==> src/core/edsm_cfg.svh <==
`ifndef EDSM_CFG_SVH
`define EDSM_CFG_SVH
`define EDSM_WIN_BIT 15
`define EDSM_PSV_BIT 9
`define EDSM_HALF_BIT 8
`define EDSM_RPAG_RST 10'h001
`define EDSM_WPAG_RST 9'h001
`define EDSM_RD_CYC 2'h2
`define EDSM_RPT_CYC 2'h3
`define EDSM_RPT_SLOW 2'h2
`define EDSM_FAST_CYC 2'h1
`define EDSM_WORD_STEP 15'h0002
`endif

==> src/core/edsm_pkg.sv <==
package edsm_pkg;
  typedef struct packed {
    logic valid;
    logic write;
    logic dword;
    logic rmw;
    logic in_repeat;
    logic [15:0] eff_addr;
    logic [31:0] wdata;
  } edsm_req_s;
  typedef struct packed {
    logic valid;
    logic write;
    logic prog;
    logic prog_upper;
    logic [23:0] addr;
    logic [15:0] wdata;
  } edsm_mem_s;
  typedef enum logic [2:0] {
    EDSM_IDLE = 3'b001,
    EDSM_WAIT = 3'b010,
    EDSM_HI = 3'b100
  } edsm_state_e;
endpackage : edsm_pkg

==> src/core/edsm_mapper.sv <==
`timescale 1ns/1ps
`default_nettype none
`include "edsm_cfg.svh"
module edsm_mapper (
  // clock and reset
  input wire logic core_clk,
  input wire logic rst_n,
  input wire logic clk_en,
  // page register loads from the cpu
  input wire logic rpag_we,
  input wire logic [9:0] rpag_wdata,
  input wire logic wpag_we,
  input wire logic [8:0] wpag_wdata,
  output logic [9:0] read_page_select,
  output logic [8:0] write_page_select,
  // cpu request side
  input wire edsm_pkg::edsm_req_s req,
  output logic req_ready,
  output logic addr_error_trap,
  output logic rd_done,
  output logic [31:0] rdata,
  // memory side
  output edsm_pkg::edsm_mem_s mem,
  input wire logic [15:0] mem_rdata
);
  // ---------------------------------------------------------------
  // translation
  // ---------------------------------------------------------------
  function automatic logic [23:0] map_addr(input logic [15:0] ea, input logic wr,
                                           input logic [9:0] rp, input logic [8:0] wp);
    logic [8:0] pg;
    pg = wr ? wp : rp[8:0];
    if (!ea[`EDSM_WIN_BIT]) map_addr = {8'h00, ea};
    else if (!wr && rp[`EDSM_PSV_BIT]) map_addr = {1'b0, rp[7:0], ea[14:0]};
    else map_addr = {pg, ea[14:0]};
  endfunction : map_addr

  function automatic logic page_zero(input logic [15:0] ea, input logic wr,
                                     input logic [9:0] rp, input logic [8:0] wp);
    page_zero = ea[`EDSM_WIN_BIT] && (wr ? (wp == 9'h000) : (rp == 10'h000));
  endfunction : page_zero

  // ---------------------------------------------------------------
  // state
  // ---------------------------------------------------------------
  logic [9:0] rpag_q, rpag_d;
  logic [8:0] wpag_q, wpag_d;
  // pages frozen at take, so a page load in mid-transfer cannot split a double word
  logic [9:0] rp_q, rp_d;
  logic [8:0] wp_q, wp_d;
  edsm_pkg::edsm_state_e st_q, st_d;
  logic [1:0] cnt_q, cnt_d;
  logic [1:0] rpt_q, rpt_d;
  logic [15:0] ea_q, ea_d;
  logic wr_q, wr_d, dw_q, dw_d, win_q, win_d, rep_q, rep_d;
  logic [15:0] whi_q, whi_d, wlo_q, wlo_d;
  logic [31:0] rdata_q, rdata_d;
  logic done_q, done_d, trap_q, trap_d;
  logic [15:0] cur_ea;
  logic [1:0] rd_need;

  assign read_page_select = rpag_q;
  assign write_page_select = wpag_q;
  assign req_ready = (st_q == edsm_pkg::EDSM_IDLE);
  assign rdata = rdata_q;
  assign rd_done = done_q;
  assign addr_error_trap = trap_q;
  // second word of a double goes to the adjacent word, same page
  assign cur_ea = (st_q == edsm_pkg::EDSM_HI) ? {ea_q[15], ea_q[14:0] + `EDSM_WORD_STEP} : ea_q;

  always_comb begin
    mem.valid = 1'b0;
    mem.write = 1'b0;
    mem.prog = 1'b0;
    mem.prog_upper = 1'b0;
    mem.addr = map_addr(cur_ea, wr_q, rp_q, wp_q);
    mem.wdata = (st_q == edsm_pkg::EDSM_HI) ? whi_q : wlo_q;
    if (st_q != edsm_pkg::EDSM_IDLE) begin
      mem.valid = 1'b1;
      mem.write = wr_q;
      mem.prog = !wr_q && cur_ea[15] && rp_q[`EDSM_PSV_BIT];
      mem.prog_upper = mem.prog && rp_q[`EDSM_HALF_BIT];
    end
  end

  // repeat loop: first two window reads slow, the rest single cycle
  always_comb begin
    if (!win_q) rd_need = `EDSM_FAST_CYC;
    else if (rep_q) rd_need = (rpt_q < `EDSM_RPT_SLOW) ? `EDSM_RPT_CYC : `EDSM_FAST_CYC;
    else rd_need = `EDSM_RD_CYC;
  end

  always_comb begin
    rpag_d = rpag_q;
    wpag_d = wpag_q;
    st_d = st_q;
    cnt_d = cnt_q;
    rpt_d = rpt_q;
    ea_d = ea_q;
    wr_d = wr_q;
    dw_d = dw_q;
    win_d = win_q;
    rep_d = rep_q;
    whi_d = whi_q;
    wlo_d = wlo_q;
    rp_d = rp_q;
    wp_d = wp_q;
    rdata_d = rdata_q;
    done_d = 1'b0;
    trap_d = 1'b0;
    // only explicit loads move the pages, never address wrap
    if (rpag_we) rpag_d = rpag_wdata;
    if (wpag_we) wpag_d = wpag_wdata;
    if (!req.in_repeat) rpt_d = 2'h0;
    case (st_q)
      edsm_pkg::EDSM_IDLE: begin
        if (req.valid) begin
          if (page_zero(req.eff_addr, req.write && !req.rmw, rpag_q, wpag_q)) begin
            trap_d = 1'b1;
          end else begin
            ea_d = req.eff_addr;
            // read-modify-write resolves through the read page
            wr_d = req.write && !req.rmw;
            dw_d = req.dword;
            win_d = req.eff_addr[15];
            rep_d = req.in_repeat;
            whi_d = req.wdata[31:16];
            wlo_d = req.wdata[15:0];
            rp_d = rpag_q;
            wp_d = wpag_q;
            cnt_d = 2'h1;
            st_d = edsm_pkg::EDSM_WAIT;
          end
        end
      end
      edsm_pkg::EDSM_WAIT, edsm_pkg::EDSM_HI: begin
        if (wr_q || cnt_q >= rd_need) begin
          if (!wr_q) begin
            if (st_q == edsm_pkg::EDSM_HI) rdata_d[31:16] = mem_rdata;
            else rdata_d = {16'h0000, mem_rdata};
            if (rep_q && win_q && rpt_q < `EDSM_RPT_SLOW) rpt_d = rpt_q + 2'h1;
          end
          cnt_d = 2'h1;
          if (dw_q && st_q == edsm_pkg::EDSM_WAIT) begin
            st_d = edsm_pkg::EDSM_HI;
          end else begin
            st_d = edsm_pkg::EDSM_IDLE;
            done_d = !wr_q;
          end
        end else begin
          cnt_d = cnt_q + 2'h1;
        end
      end
      default: st_d = edsm_pkg::EDSM_IDLE;
    endcase
  end

  always_ff @(posedge core_clk or negedge rst_n) begin
    if (!rst_n) begin
      rpag_q <= `EDSM_RPAG_RST;
      wpag_q <= `EDSM_WPAG_RST;
      st_q <= edsm_pkg::EDSM_IDLE;
      cnt_q <= 2'h0;
      rpt_q <= 2'h0;
      ea_q <= 16'h0000;
      wr_q <= 1'b0;
      dw_q <= 1'b0;
      win_q <= 1'b0;
      rep_q <= 1'b0;
      whi_q <= 16'h0000;
      wlo_q <= 16'h0000;
      rp_q <= `EDSM_RPAG_RST;
      wp_q <= `EDSM_WPAG_RST;
      rdata_q <= 32'h0000_0000;
      done_q <= 1'b0;
      trap_q <= 1'b0;
    end else if (clk_en) begin
      rpag_q <= rpag_d;
      wpag_q <= wpag_d;
      st_q <= st_d;
      cnt_q <= cnt_d;
      rpt_q <= rpt_d;
      ea_q <= ea_d;
      wr_q <= wr_d;
      dw_q <= dw_d;
      win_q <= win_d;
      rep_q <= rep_d;
      whi_q <= whi_d;
      wlo_q <= wlo_d;
      rp_q <= rp_d;
      wp_q <= wp_d;
      rdata_q <= rdata_d;
      done_q <= done_d;
      trap_q <= trap_d;
    end
  end
endmodule : edsm_mapper
`default_nettype wire

==> config.mk <==
export PLATFORM = sky130hd
export DESIGN_NAME = edsm_mapper
export DESIGN_NICKNAME = d
export VERILOG_FILES = /design/src/core/edsm_pkg.sv /design/src/core/edsm_mapper.sv
export VERILOG_INCLUDE_DIRS = /design/src /design/src/core
export SDC_FILE = /design/constraint.sdc
export NUM_CORES = 1
export LEC_CHECK = 0
export BUFFER_PORTS_ARGS = -buffer_cell sky130_fd_sc_hd__clkbuf_2
export CAP_MARGIN = 20
export CORE_MARGIN = 10
export CORE_UTILIZATION = 50
export CTS_CLUSTER_SIZE = 16
export DETAILED_ROUTE_END_ITERATION = 7
export PLACE_DENSITY = 0.75
export SLEW_MARGIN = 0
export SYNTH_ARGS = -nofsm -noshare
export SYNTH_HDL_FRONTEND = slang
export SYNTH_SLANG_ARGS = --single-unit
==> constraint.sdc <==
create_clock -name core_clk -period 2.88 [get_ports core_clk]
set_input_delay 0.576 -clock core_clk [delete_from_list [all_inputs] [get_ports core_clk]]
set_output_delay 0.576 -clock core_clk [all_outputs]
set_load 0.05 [all_outputs]
==> run metrics <==
synth unique cells=52; compound-cell area share of the yosys netlist=5.24%; layout cell share with drive strength beyond 1=55.9%; async set or reset register ratio after synthesis=100%; RSZ-0062 raised after global routing=yes; drt total wl=14400 um; Post-synth EDFFs=0; largest family of logic cells by synthesized area=multiplexers; Die Y-Extent=129 um; fin. max-slew vios=0; total nets after synthesis=515; sequential fraction of the synthesis area=54.6%; worst skew pair latency=0.41 ns; Worst slew margin=31.9%; GP Congestion=0.840; Post-DRT Antenna Nets=0; clock-pin slew on the worst setup and hold paths=0.05 ns; startpoint types=register; Syn Area/Cell=14.3 um2; maximum vdd drop=1.09 mV; Clk pwr share=20.2%; Finished Layout Cells=773; Top FF cell, synth=dfrtp_1; Global Route Usage Sum=17.3%; Synth Warn #=0; NetSw=4.53 mW; largest net degree at the start of global routing=49; area taken by flip-flops and latches=3260 um2; mux cell area share after synthesis=27.1%; aggregate global routing overflow=0; ranking of synthesized cells by area=dfrtp_1, mux2_4, mux2_2, a22o_1, mux2_1; Worst EP arrival=2.25 ns; vias in the first global route=4445; critical path data required time=2.30 ns; Area growth syn-to-layout=28.5%; DR WL/cell=18.7 um; placed insts=741; path category of the worst min-delay check=in -> async; crit end category=output port; Starting DRT DRC Count=208; worst-case clock skew=0.00545 ns; Ports=191; Setup Fix Bufs, Post-CTS=0; Root Driver=clkbuf_16; initial antenna violation count=0; outcome=finished, final reports clean; Post-Synth Simple-Gate Area=7.40%; vias post-DR=4097; Core Area=11600 um2; area share of fa/ha/maj cells after synthesis=0.629%; post-route clock period utilization=98.2%; max_cap viols=0; post-synth top area share=52.4%; PwrDens=1330 nW/um2; DIE AREA=16700 um2; XOR/XNOR Fraction of Synth Area=2.05%; WHS=0.185 ns; TritonCTS Buffers=17; Nets=713; CP peak stage delay=0.46 ns; kind of critical path=reg -> out; Switching Share=44.4%; first-pass GRT wire length=22900 um; combinational cell fraction of total power=47.8%; post-DP HPWL=10800 um; final setup violation count=0; number of port buffers=190; vias per std cell=5.30; Rows=39; CTS tree=built; area of the multi-input gates=2560 um2; worst-path cell chain=nor3b_4, buf_8, nand3_1, nor3_2, xnor2_1, clkbuf_4; Die X=129 um; Clock Tree Buf Depth=2; Initial Util=51.6%; area leader, netlist=dfrtp_1; Max Fclk=354 MHz; LEAKAGE=3.84 nW; Sink Count=130; Overall Power=10.2 mW; pre-CTS setup slack=0.377 ns; worst-path fanout max=22; Critical-path top delay cell=dfrtp_1; synthesized cell area=5970 um2; Layout fillers=862; Hold-fix buffers, CTS=0; antenna cell count=0; first-pass iteration count of the detailed router=4; final setup margin=0.0514 ns; Mapped Cells=419; minimum clock period=2.83 ns; Power Internal=5.66 mW; H-tree depth=4; Worst-Margin Slew=1.02 ns; final hold viol count=0; FF+latch count, synth=130; # DRC=0; Flop pwr share=32.0%
[cell usage in the layout (no fill, tap or decap), types with 3 or more instances in the layout]
master     Yosys  routed
nor4_1         4       3
clkbuf_4       0       3
mux2_1        12      12
clkbuf_1       5       6
nor3_2         1       4
nand3_1        8       8
nor3_1         6       3
buf_4          2       6
clkbuf_16      0      17
nor2b_1       10      10
nor2_1         9       9
clkbuf_2       0     184
inv_1          8       8
mux2_4        50      50
a21oi_1        4       4
buf_12         0       3
clkbuf_8       0       3
nand2b_1       6       6
mux2_2        58      58
dfstp_2        5       5
mux2i_1        8       8
dfrtp_1      125     124
nand4_1        4       4
a22o_1        16      16
clkinv_2       0       4
xor2_1         5       5
xnor2_1        9       9
ha_1           3       3
nand2_1       18      18
[metrics by stage]
step                      utilization (%)  area [um2]  setup TNS, ns
after floorplan                         -        5980              0
after global placement               61.1        7070              0
after detailed placement             61.1        7070              0
after CTS                            66.1        7650              0
after global routing                 66.4        7670         -0.163
final                                66.4        7670              0
[flip-flops by register name, indices dropped and copies added (netlist names), 2 cells and up]
register / cells
rpt_q: 2
whi_q: 16
rdata: 32
wlo_q: 16
read_page_select: 10
wp_q: 9
st_q: 3
ea_q: 16
rp_q: 10
cnt_q: 2
write_page_select: 9
[power by group through the flow]
| stage | registers, mW | logic (mW) | clock network (mW) |
|---|---|---|---|
| final | 3.26 | 4.87 | 2.06 |
| after global routing | 3.37 | 5.13 | 2.18 |
| after CTS | 3.26 | 4.91 | 2.10 |
| after detailed placement | 3.28 | 4.88 | 0 |
| after global placement | 3.22 | 4.82 | 0 |
| after floorplan | 3.91 | 3.09 | 0 |
[synthesized netlist by cell type (all sizes together), types with 8 or more instances]
cell and count:
dfrtp 125, mux2 120, nand2 18, a22o 16, buf 15, nor2b 10
nor2 9, xnor2 9, inv 8, mux2i 8, nand3 8, nor3 8
[layer usage]
layer  share of wire [%]  GRT usage, %  wire (um)
met4                 1.6          6.69        226
met2                  48          28.1       6960
met1                  42          20.5       6030
met5                   0             0          0
met3                 8.4          6.65       1210
[cell type report]
cell class              instances  share of cell area (%)
flip-flops and latches        130                    42.5
well taps                     143                    2.33
inverters                       8                   0.391
multi-input cells             261                    33.4
repair buffers                199                    14.0
clock buffers                  26                    6.38
clock inverters                 6                    1.04
[worst max-delay path: cells and delay by family (launching register included)]
family	cells	cell delay [ns]
simple gates	3	0.75
buf+inv	2	0.48
flops	1	0.46
xor+xnor	1	0.14
[worst paths after layout]
check                                   endpoint  depth (start not counted)  slack, ns                  from
setup reg to reg           rdata[23]$_DFFE_PN0P_                          7       0.43     rep_q$_DFFE_PN0P_
min in group core_clk       wlo_q[3]$_DFFE_PN0P_                          2       0.38                req[3]
setup / recovery                         mem[29]                          6       0.05   st_q[1]$_DFFE_PN0P_
hold reg to reg             wlo_q[1]$_DFFE_PN0P_                          1       0.49  wlo_q[1]$_DFFE_PN0P_
max in group asynchronous   rdata[2]$_DFFE_PN0P_                          2       1.91                 rst_n
hold / removal               ea_q[7]$_DFFE_PN0P_                          1       0.19                 rst_n
[cell families after synthesis]
| group | Yosys count |
|---|---|
| flip-flops | 130 |
| AO/OA/AOI/OAI | 38 |
| XOR/XNOR | 14 |
| adder cells (fa/ha/maj) | 3 |
| AND/OR/NAND/NOR | 78 |
| buffers and inverters | 28 |
| multiplexers | 128 |
[timing repair]
item / CTS / global route
setup endpoints to repair: 3 / 7
endpoints found under the hold margin: 0 / 0
resized for setup: 3 / 9
Note: power is estimated with default switching activity, not from simulation.
